`src/shadow_ram_consts.vh`:
```
/*
  Timing constants for the shadow RAM host controller.
  Assumes a 40 MHz controller clock; times are given in ns.
*/
`ifndef SHADOW_RAM_CONSTS_VH
`define SHADOW_RAM_CONSTS_VH

`define CLK_PERIOD_NS           25
// Store pulse: least time, rounded up
`define STORE_PULSE_MIN_NS      100
`define STORE_PULSE_CYC         ((`STORE_PULSE_MIN_NS + `CLK_PERIOD_NS - 1) / `CLK_PERIOD_NS)
// Output strobe off before store begins: least time
`define OUTPUT_OFF_BEFORE_STORE_NS 20
`define OUTPUT_OFF_CYC          ((`OUTPUT_OFF_BEFORE_STORE_NS + `CLK_PERIOD_NS - 1) / `CLK_PERIOD_NS)
// Recall pulse window 0.1 .. 1 us; aim low end, never above top
`define RECALL_PULSE_MIN_NS     100
`define RECALL_PULSE_MAX_NS     1000
`define RECALL_PULSE_CYC        ((`RECALL_PULSE_MIN_NS + `CLK_PERIOD_NS - 1) / `CLK_PERIOD_NS)
`define RECALL_PULSE_MAX_CYC    (`RECALL_PULSE_MAX_NS / `CLK_PERIOD_NS)
// Recall duration: wait before next access
`define RECALL_DURATION_NS      5000
`define RECALL_DURATION_CYC     (`RECALL_DURATION_NS / `CLK_PERIOD_NS)
// Store cycle time 5 ms
`define STORE_CYCLE_NS          5000000
`define STORE_CYCLE_CYC         (`STORE_CYCLE_NS / `CLK_PERIOD_NS)
// Write: chip select low width and write pulse width
`define WRITE_CS_MIN_NS         150
`define WRITE_CS_CYC            ((`WRITE_CS_MIN_NS + `CLK_PERIOD_NS - 1) / `CLK_PERIOD_NS)
// Output active from end of write, and release after strobes
`define OUTPUT_ACTIVE_MIN_NS    5
`define OUTPUT_ACTIVE_CYC       1
// Power-up waits
`define POWERUP_RAM_NS          100000
`define POWERUP_RAM_CYC         (`POWERUP_RAM_NS / `CLK_PERIOD_NS)
`define POWERUP_NV_NS           5000000
`define POWERUP_NV_CYC          (`POWERUP_NV_NS / `CLK_PERIOD_NS)
// Request codes
`define OP_WRITE                2'h0
`define OP_READ                 2'h1
`define OP_STORE                2'h2
`define OP_RECALL               2'h3

`endif

```
`src/shadow_ram_host.v`:
```
/*
  Host controller that sequences a byte-wide shadowed static RAM:
  RAM write, RAM read, store (RAM to nonvolatile) and recall.
  Assumes the memory is wired straight to the pin ports, and that the
  user side holds req until it is taken.
*/
// Function
// - store holds nv, write, select low 100ns
// - output strobe high 20ns before store
// - recall holds nv, output, select 0.1-1us
// - write keeps select low 150ns
`timescale 1ns/1ps
`include "shadow_ram_consts.vh"
module shadow_ram_host #(
  parameter AW             = 9,
  parameter DW             = 8,
  parameter TW             = 24,
  parameter POWERUP_RAM    = `POWERUP_RAM_CYC,
  parameter POWERUP_NV     = `POWERUP_NV_CYC,
  parameter STORE_CYCLE    = `STORE_CYCLE_CYC
) (
  input  wire          clk,                  // 40 MHz clock
  input  wire          srst,                 // Sync reset, high
  input  wire          ce,                   // Clock enable
  input  wire          req,                  // Request, held until taken
  input  wire [1:0]    op,                   // Request code
  input  wire [AW-1:0] addr,                 // RAM address
  input  wire [DW-1:0] wdata,                // Write data
  output wire          ready,                // Idle, may take req
  output reg           ack,                  // One-cycle done pulse
  output reg  [DW-1:0] rdata,                // Read data
  output reg           ram_ready,            // RAM access allowed
  output reg           nv_ready,             // Store/recall allowed
  output reg  [AW-1:0] mem_addr,             // Address pins
  output reg           chip_select_n,        // Chip select, low
  output reg           write_strobe_n,       // Write strobe, low
  output reg           output_strobe_n,      // Output drive, low
  output reg           nonvolatile_strobe_n, // Nonvolatile strobe, low
  input  wire [DW-1:0] data_in,              // Data pins in
  output reg  [DW-1:0] data_out,             // Data pins out
  output reg           data_oe               // Data drive enable
);
  // --------------------------------------------------------------------
  // States
  // --------------------------------------------------------------------
  localparam [6:0] S_IDLE = 7'h01;
  localparam [6:0] S_WR   = 7'h02;
  localparam [6:0] S_RD   = 7'h04;
  localparam [6:0] S_SOFF = 7'h08;
  localparam [6:0] S_STP  = 7'h10;
  localparam [6:0] S_RCP  = 7'h20;
  localparam [6:0] S_BUSY = 7'h40;

  reg  [6:0]    state;
  reg  [6:0]    next_state;
  reg  [DW-1:0] din_meta;
  reg  [DW-1:0] din_sync;
  reg           t_load;
  reg  [TW-1:0] t_count;
  wire          t_done;
  reg  [TW-1:0] pu_cnt;

  // Phase lengths in cycles; cut to the timer width where used
  localparam WR_CYC  = `WRITE_CS_CYC;
  localparam RD_CYC  = `WRITE_CS_CYC + 2;
  localparam OFF_CYC = `OUTPUT_OFF_CYC;
  localparam STP_CYC = `STORE_PULSE_CYC;
  localparam RCP_CYC = `RECALL_PULSE_CYC;
  localparam RCC_CYC = `RECALL_DURATION_CYC;
  localparam REC_CYC = `OUTPUT_ACTIVE_CYC;

  // Ops that touch the nonvolatile array
  function is_nv;
    input [1:0] o;
    begin
      is_nv = (o == `OP_STORE) || (o == `OP_RECALL);
    end
  endfunction

  // Requests only while idle, and only after the matching power-up wait
  assign ready = (state == S_IDLE) && ram_ready && (!is_nv(op) || nv_ready);

  // --------------------------------------------------------------------
  // Phase timer
  // --------------------------------------------------------------------
  wait_timer #(.W(TW)) u_timer (
    .clk   (clk),
    .srst  (srst),
    .ce    (ce),
    .load  (t_load),
    .count (t_count),
    .busy  (),
    .done  (t_done)
  );

  // Power-up counter; the device needs time before any access
  always @(posedge clk) begin
    if (srst) begin
      pu_cnt    <= {TW{1'b0}};
      ram_ready <= 1'b0;
      nv_ready  <= 1'b0;
    end else if (ce) begin
      if (!nv_ready)
        pu_cnt <= pu_cnt + {{(TW-1){1'b0}}, 1'b1};
      if (pu_cnt >= POWERUP_RAM[TW-1:0])
        ram_ready <= 1'b1;
      if (pu_cnt >= POWERUP_NV[TW-1:0])
        nv_ready <= 1'b1;
    end
  end

  // Two-flop sync of data pins before capture
  always @(posedge clk) begin
    if (srst) begin
      din_meta <= {DW{1'b0}};
      din_sync <= {DW{1'b0}};
    end else if (ce) begin
      din_meta <= data_in;
      din_sync <= din_meta;
    end
  end

  // --------------------------------------------------------------------
  // Next state and phase loads
  // --------------------------------------------------------------------
  always @* begin
    next_state = state;
    t_load     = 1'b0;
    t_count    = {TW{1'b0}};
    case (state)
      S_IDLE: begin
        if (req && ready) begin
          t_load = 1'b1;
          case (op)
            `OP_WRITE: begin
              next_state = S_WR;
              t_count = WR_CYC[TW-1:0];
            end
            `OP_READ: begin
              next_state = S_RD;
              t_count = RD_CYC[TW-1:0];             // Access plus sync delay
            end
            `OP_STORE: begin
              next_state = S_SOFF;
              t_count = OFF_CYC[TW-1:0];
            end
            default: begin
              next_state = S_RCP;
              t_count = RCP_CYC[TW-1:0];
            end
          endcase
        end
      end
      S_WR, S_RD: if (t_done) begin
        next_state = S_BUSY;
        t_load     = 1'b1;
        t_count    = REC_CYC[TW-1:0];
      end
      S_SOFF: if (t_done) begin
        next_state = S_STP;
        t_load     = 1'b1;
        t_count    = STP_CYC[TW-1:0];
      end
      S_STP: if (t_done) begin
        next_state = S_BUSY;
        t_load     = 1'b1;
        t_count    = STORE_CYCLE[TW-1:0];
      end
      S_RCP: if (t_done) begin
        next_state = S_BUSY;
        t_load     = 1'b1;
        t_count    = RCC_CYC[TW-1:0];
      end
      S_BUSY: if (t_done)
        next_state = S_IDLE;
      default: next_state = S_IDLE;
    endcase
  end

  // --------------------------------------------------------------------
  // State, pins and answer, all registered
  // --------------------------------------------------------------------
  always @(posedge clk) begin
    if (srst) begin
      state                <= S_IDLE;
      ack                  <= 1'b0;
      rdata                <= {DW{1'b0}};
      mem_addr             <= {AW{1'b0}};
      chip_select_n        <= 1'b1;
      write_strobe_n       <= 1'b1;
      output_strobe_n      <= 1'b1;
      nonvolatile_strobe_n <= 1'b1;
      data_out             <= {DW{1'b0}};
      data_oe              <= 1'b0;
    end else if (ce) begin
      state <= next_state;
      ack   <= 1'b0;
      // Default: all strobes idle, bus released
      chip_select_n        <= 1'b1;
      write_strobe_n       <= 1'b1;
      output_strobe_n      <= 1'b1;
      nonvolatile_strobe_n <= 1'b1;
      data_oe              <= 1'b0;
      case (next_state)
        S_WR: begin
          chip_select_n  <= 1'b0;
          write_strobe_n <= 1'b0;
          data_oe        <= 1'b1;                   // Device floated
        end
        S_RD: begin
          chip_select_n   <= 1'b0;
          output_strobe_n <= 1'b0;
        end
        S_SOFF: chip_select_n <= 1'b0;              // Output strobe high
        S_STP: begin
          chip_select_n        <= 1'b0;
          write_strobe_n       <= 1'b0;
          nonvolatile_strobe_n <= 1'b0;             // Device floats
        end
        S_RCP: begin
          chip_select_n        <= 1'b0;
          output_strobe_n      <= 1'b0;
          nonvolatile_strobe_n <= 1'b0;
        end
        default: ;
      endcase
      if (state == S_IDLE && next_state != S_IDLE) begin
        mem_addr <= addr;
        data_out <= wdata;
      end
      if (state == S_RD && t_done)
        rdata <= din_sync;
      // Ack once the whole operation including recovery is over
      if (state == S_BUSY && t_done)
        ack <= 1'b1;
    end
  end
endmodule // shadow_ram_host

```
`src/wait_timer.v`:
```
/*
  Down-counting wait timer with load and done pulse.
  Assumes loads come from logic on the same clock.
*/
`timescale 1ns/1ps
module wait_timer #(
  parameter W = 24
) (
  input  wire         clk,   // Controller clock
  input  wire         srst,  // Sync reset, high
  input  wire         ce,    // Clock enable
  input  wire         load,  // Load a new count
  input  wire [W-1:0] count, // Cycles to wait
  output reg          busy,  // Count running
  output wire         done   // Count at last cycle
);
  reg [W-1:0] remain;

  // --------------------------------------------------------------------
  // Counter
  // --------------------------------------------------------------------
  assign done = busy && (remain == {{(W-1){1'b0}}, 1'b1});

  // Load wins over a running count
  always @(posedge clk) begin
    if (srst) begin
      remain <= {W{1'b0}};
      busy   <= 1'b0;
    end else if (ce) begin
      if (load) begin
        remain <= count;
        busy   <= (count != {W{1'b0}});
      end else if (busy) begin
        remain <= remain - {{(W-1){1'b0}}, 1'b1};
        busy   <= (remain != {{(W-1){1'b0}}, 1'b1});
      end
    end
  end
endmodule // wait_timer

```
`config.mk`:
```
export PLATFORM = sky130hd
export DESIGN_NAME = shadow_ram_host
export DESIGN_NICKNAME = d
export VERILOG_FILES = /design/src/shadow_ram_host.v /design/src/wait_timer.v
export VERILOG_INCLUDE_DIRS = /design/src /design/src/src
export SDC_FILE = /design/constraint.sdc
export NUM_CORES = 1
export LEC_CHECK = 0
export BUFFER_PORTS_ARGS = -buffer_cell sky130_fd_sc_hd__buf_2
export CAP_MARGIN = 20
export CORE_ASPECT_RATIO = 1.5
export CORE_MARGIN = 5
export CORE_UTILIZATION = 55
export DETAILED_ROUTE_END_ITERATION = 12
export PLACE_DENSITY_LB_ADDON = 0.1
export SYNTH_ARGS = -nofsm -noshare
export SYNTH_HDL_FRONTEND = slang
export SYNTH_SLANG_ARGS = --single-unit
```
`constraint.sdc`:
```
create_clock -name clk -period 3.7 [get_ports clk]
set_clock_uncertainty 0.1 [all_clocks]
set_input_delay 0.925 -clock clk [delete_from_list [all_inputs] [get_ports clk]]
set_output_delay 0.925 -clock clk [all_outputs]
set_load 0.005 [all_outputs]
```
==> impl_metrics.ini, run 1 <==
[clocking]
h-tree-depth = 3
clk_pin_slew_worst_paths_ns = 0.07
post_cts_buffers = 0
cts_num_sinks = 105
cts_resized = 0
postCtsHoldBufs = 0
clk_latency_ns = 0.34
numCtsBuffers = 9
clockBufferDepth = 2
cts_tree = yes
cts_root_buffer = clkbuf_16

[sta]
slew_violations = 0
fmax_mhz = 331
period_share = 0.817
rsz0062_at_grt = false
slew-limit-headroom = 0.370
finalHoldViolCount = 0
tightest_slew_ns = 0.945
tns_ns = 0
min_period_ns = 3.02
finalSetupViolCount = 0
finalWorstSetupSlack_ns = 0.677

[synth]
synth_edf_count = 0
yosysWarnings = 0
synthesis.instances = 569
ys_ff_latch = 105
synthArstFlopShare = 0
netlist_area_um2 = 4870
ys_seq_area_frac = 0.431
postSynthAreaPerCell_um2 = 8.56
ys_types = 55
synth_flop_cell = dfxtp_1
syn-num-nets = 609

[global_routing]
grt_max_degree = 93
grt_usage = 0.209
antenna_found_initial = 0
overflow = 0
grt_pass1_vias = 4090
grt_pass1_wl_mm = 18.7

[worst_setup_path]
crit_required_ns = 3.87
reg2reg_depth = 7
crit_end = data_oe
worstPathMaxFanout = 7
rr_endpoint = data_oe
cp-start-kind = flop
reg2reg_slack_ns = 0.68
startpoint = u_timer.remain[9]
crit_arrival_ns = 3.19
rr_startpoint = u_timer.remain[9]
critPathKind = reg2reg
cp-end-kind = flop

[cells_and_area]
diodes = 0
n_fill_cell = 803
post-route-util = 0.636
layout_common_cells = 111 x nor2_1, 105 x dfxtp_1, 64 x buf_2
area_growth_pct = 13.8
final_common_cell = nor2_1
drive_gt1_frac = 0.159
final_net_count = 659

[job]
max-cap-violations = 0

[power_and_ir_drop]
p_leak_nw = 2.23
power.total_mw = 2.19
vdd_drop_max_v = 0.000272
power_density_nw_per_um2 = 394

[routing]
drt-initial-drc-count = 284
firstDrtPassIters = 4
drt_drc_violations_left = 0
final_antenna_net_count = 0
wirelength_mm = 10.9
routedWlPerCell_um = 14.9
post_drt_via_cell_ratio = 5.66
vias = 4156

[hold_path]
min_path_type = reg2reg

[floorplanning]
core_um2 = 8720
start_util = 0.559
rows = 42
die_x_um = 86.9
dieArea_um2 = 10900
die_h_um = 125
io-pin-count = 65

[place]
hpwl_mm = 7.80
gp_congestion = 0.863
place_ws_ns = 0.494
io_buffers = 64

[outcome]
outcome = finished, final reports clean
## layer usage
| metal | share of wire | GRT usage |
|---|---|---|
| met5 | 0 | 0 |
| met4 | 0.022 | 0.0835 |
| met3 | 0.063 | 0.0553 |
| met2 | 0.50 | 0.349 |
| met1 | 0.41 | 0.249 |
## through the flow
step | std cells | hold WS [ns] | cell area (µm²)
6_report | 734 | 0.372 | 5550
4_1_cts | 734 | 0.375 | 5550
5_1_grt | 734 | 0.401 | 5550
3_3_place_gp | 718 | 0.352 | 5250
3_5_place_dp | 718 | 0.359 | 5250
2_1_floorplan | 569 | 0.344 | 4870
## worst min path at each step
stage	startpoint	to	slack, ns	depth (start not counted)
6_report	u_timer.remain[11]	u_timer.remain[11]	0.37	2
5_1_grt	u_timer.remain[16]	u_timer.remain[16]	0.40	2
4_1_cts	u_timer.remain[11]	u_timer.remain[11]	0.37	2
3_5_place_dp	write_strobe_n	write_strobe_n	0.36	2
3_3_place_gp	write_strobe_n	write_strobe_n	0.35	2
2_1_floorplan	u_timer.remain[11]	u_timer.remain[11]	0.34	2
## logic make-up after synthesis
logic type | after synthesis | share of synthesized area
adder cells (fa/ha/maj) | 9 | 0.0231
AO/OA/AOI/OAI | 88 | 0.115
buffers and inverters | 42 | 0.0349
AND/OR/NAND/NOR | 248 | 0.246
flip-flops | 105 | 0.431
XOR/XNOR | 34 | 0.0611
multiplexers | 43 | 0.0883
## worst max-delay path, stage by stage (launching register included)
cell	delay, ns
dfxtp_1	0.37
or4_4	0.60
nor4_4	0.38
and2_1	0.35
o21ai_0	0.18
a2111o_1	0.47
or3_1	0.38
a21oi_2	0.11
## state kept, by name, summed over array words and instances, names as in the netlist, 7 cells and up
signal	count
state	7
u_timer.remain	24
din_sync	8
data_out	8
pu_cnt	24
rdata	8
mem_addr	9
din_meta	8
## final cells by class
class	count	area [µm²]	area share
clock inverters	5	42.5	0.00767
well taps	110	138	0.0248
flip-flops and latches	105	2100	0.379
multi-input cells	422	2600	0.469
clock buffers	11	253	0.0456
repair buffers	71	373	0.0672
inverters	10	37.5	0.00677
## synthesized netlist by cell type (5+ instances only)
cell,n,area (µm²)
nor4_1,8,50.1
xor2_1,19,166
and3_1,7,43.8
mux2i_1,43,430
xnor2_1,15,131
nor2_1,111,417
a21oi_1,20,100
nand3_1,12,60.1
nor3_1,22,110
dfxtp_1,105,2100
and4_1,5,43.8
inv_1,10,37.5
a31oi_1,5,31.3
nand4_1,12,75.1
o21ai_0,29,145
nand2_1,34,128
or4_1,5,37.5
clkbuf_1,27,101
or3_1,8,50.1
ha_1,9,113
## power by group
part | total (mW) | internal, mW | switching, mW
logic | 0.0951 | 0.0382 | 0.0569
clock network | 0.936 | 0.505 | 0.432
registers | 1.15 | 1.14 | 0.0101
Note: power is estimated with default switching activity, not from simulation.
==> run 2, diff against run 1 <==
--- a/config.mk
+++ b/config.mk
@@ -10,7 +10,7 @@
 export CAP_MARGIN = 20
 export CORE_ASPECT_RATIO = 1.5
 export CORE_MARGIN = 5
-export CORE_UTILIZATION = 55
+export CORE_UTILIZATION = 52
 export DETAILED_ROUTE_END_ITERATION = 12
 export PLACE_DENSITY_LB_ADDON = 0.1
 export SYNTH_ARGS = -nofsm -noshare
==> constraint.sdc (replaced) <==
create_clock -name clk -period 2.5 [get_ports clk]
set_clock_uncertainty 0.1 [all_clocks]
set_input_delay 0.625 -clock clk [delete_from_list [all_inputs] [get_ports clk]]
set_output_delay 0.625 -clock clk [all_outputs]
set_load 0.005 [all_outputs]
==> run 2 against run 1 <==
- register-to-register slack lost 0.67 ns
- routed wire length grew 12%
- final area grew 13%
- hold slack gained 0.0032 ns
- critical path type unchanged
- clock power grew 56%
==> impl_metrics.ini, run 2 (synthesized netlist as in run 1, its figures left out) <==
[clocking]
clk_latency_ns = 0.35
h-tree-depth = 3
clockBufferDepth = 2
cts_tree = yes
cts_root_buffer = clkbuf_16
numCtsBuffers = 9
post_cts_buffers = 0
clk_pin_slew_worst_paths_ns = 0.07
cts_num_sinks = 105

[worst_setup_path]
critPathKind = reg2reg
worstPathMaxFanout = 5
crit_family = simple AND/OR/NAND/NOR gates
critPathSlowestCell = or3_4
crit_arrival_ns = 2.68
path_cells = inv_2 -> ha_2 -> nor4b_4 -> buf_4 -> and4_4 -> and2_4 -> o211ai_1 -> a2111o_1 -> or3_4 -> a21oi_2
crit_required_ns = 2.69
critPathBufInv = 2
cp-start-kind = flop
critPathMaxStageDelay_ns = 0.39
cp-end-kind = flop

[cells_and_area]
area_growth_pct = 28.2
final_common_cell = nor2_1
final_net_count = 723
drive_gt1_frac = 0.279
layout_common_cells = 110 x nor2_1, 101 x dfxtp_1, 66 x buf_4
diodes = 0
largestRegisters = pu_cnt (24), u_timer.remain (24), mem_addr (9)

[routing]
firstDrtPassIters = 4
wirelength_mm = 12.2
vias = 4492
final_antenna_net_count = 0
drt_drc_violations_left = 0
routedWlPerCell_um = 15.3
post_drt_via_cell_ratio = 5.62
drt-initial-drc-count = 186

[floorplanning]
rows = 43
io-pin-count = 65
start_util = 0.530
die_h_um = 129
dieArea_um2 = 11400
die_x_um = 89.0
core_um2 = 9200

[sta]
period_share = 0.998
finalHoldViolCount = 0
slew_violations = 0
rsz0062_at_grt = true
fmax_mhz = 401
min_period_ns = 2.50
tns_ns = 0
tightest_slew_ns = 0.486
slew-limit-headroom = 0.676
finalSetupViolCount = 0
worst_hold_slack_ns = 0.375

[power_and_ir_drop]
power_density_nw_per_um2 = 534
vdd_drop_max_v = 0.000349
p_leak_nw = 2.61

[place]
hpwl_mm = 8.91
gp_congestion = 0.937
io_buffers = 64

[global_routing]
grt_pass1_vias = 4577
overflow = 0
grt_usage = 0.224
grt_max_degree = 50
grt_pass1_wl_mm = 20.4
antenna_found_initial = 0

[hold_path]
min_path_type = reg2reg

[job]
max-cap-violations = 0

[outcome]
outcome = finished, final reports clean
-- run 2: cell count changes in the layout (fill, tap and decap cells not counted), sizes merged --
| cell | before | now |
|---|---|---|
| clkinv | 1 | 2 |
| clkinvlp | 0 | 1 |
| clkbuf | 11 | 9 |
| buf | 71 | 135 |
| bufinv | 0 | 1 |
| inv | 14 | 13 |
-- run 2: cell type report --
class / count / area (µm²)
clock buffers: 9 / 225
clock inverters: 7 / 87.6
fillers: 743 / 2950
inverters: 10 / 37.5
multi-input cells: 422 / 2760
flip-flops and latches: 105 / 2110
well taps: 112 / 140
repair buffers: 135 / 892
-- run 2: layer usage --
metal,GRT usage,wire (µm)
met5,0,0
met3,0.0641,630
met2,0.388,6080
met1,0.247,4940
met4,0.109,594
-- run 2: worst paths after layout --
check / startpoint / cells past startpoint / endpoint / slack [ns]
max: u_timer.remain[1] / 10 / data_oe / 0.004
min: u_timer.remain[11] / 2 / u_timer.remain[11] / 0.37
max reg2reg: u_timer.remain[1] / 10 / data_oe / 0.004
min reg2reg: u_timer.remain[11] / 2 / u_timer.remain[11] / 0.37
-- run 2: per-stage QoR --
| step | power [mW] | utilization | instance area [µm²] | instances | setup slack, ns |
|---|---|---|---|---|---|
| 2_1_floorplan | 1.84 | - | 4920 | 569 | -0.0454 |
| 4_1_cts | 3.36 | 0.668 | 6150 | 799 | 0.0142 |
| 3_5_place_dp | 1.91 | 0.631 | 5800 | 783 | -0.212 |
| 3_3_place_gp | 1.90 | 0.631 | 5800 | 783 | -0.199 |
| 6_report | 3.34 | 0.679 | 6250 | 800 | 0.00420 |
| 5_1_grt | 3.46 | 0.679 | 6250 | 800 | -0.102 |
-- run 2: repair_timing --
action                     in CTS  in global routing
setup endpoints to repair      26                 29
gates resized for setup        11                 23
pin swaps                       2                  6
cloned                          0                  1
hold buffers                    0                  0
-- run 2: where the power goes --
part           switching [mW]  internal, mW
combinational          0.0909        0.0712
clock                   0.667         0.798
sequential             0.0159          1.69
-- run 2: tightest hold or removal path: cells and delay by family, from the launching register on --
family | cells | cell delay [ns]
flops | 1 | 0.32
simple gates | 1 | 0.06
compound gates | 1 | 0.05
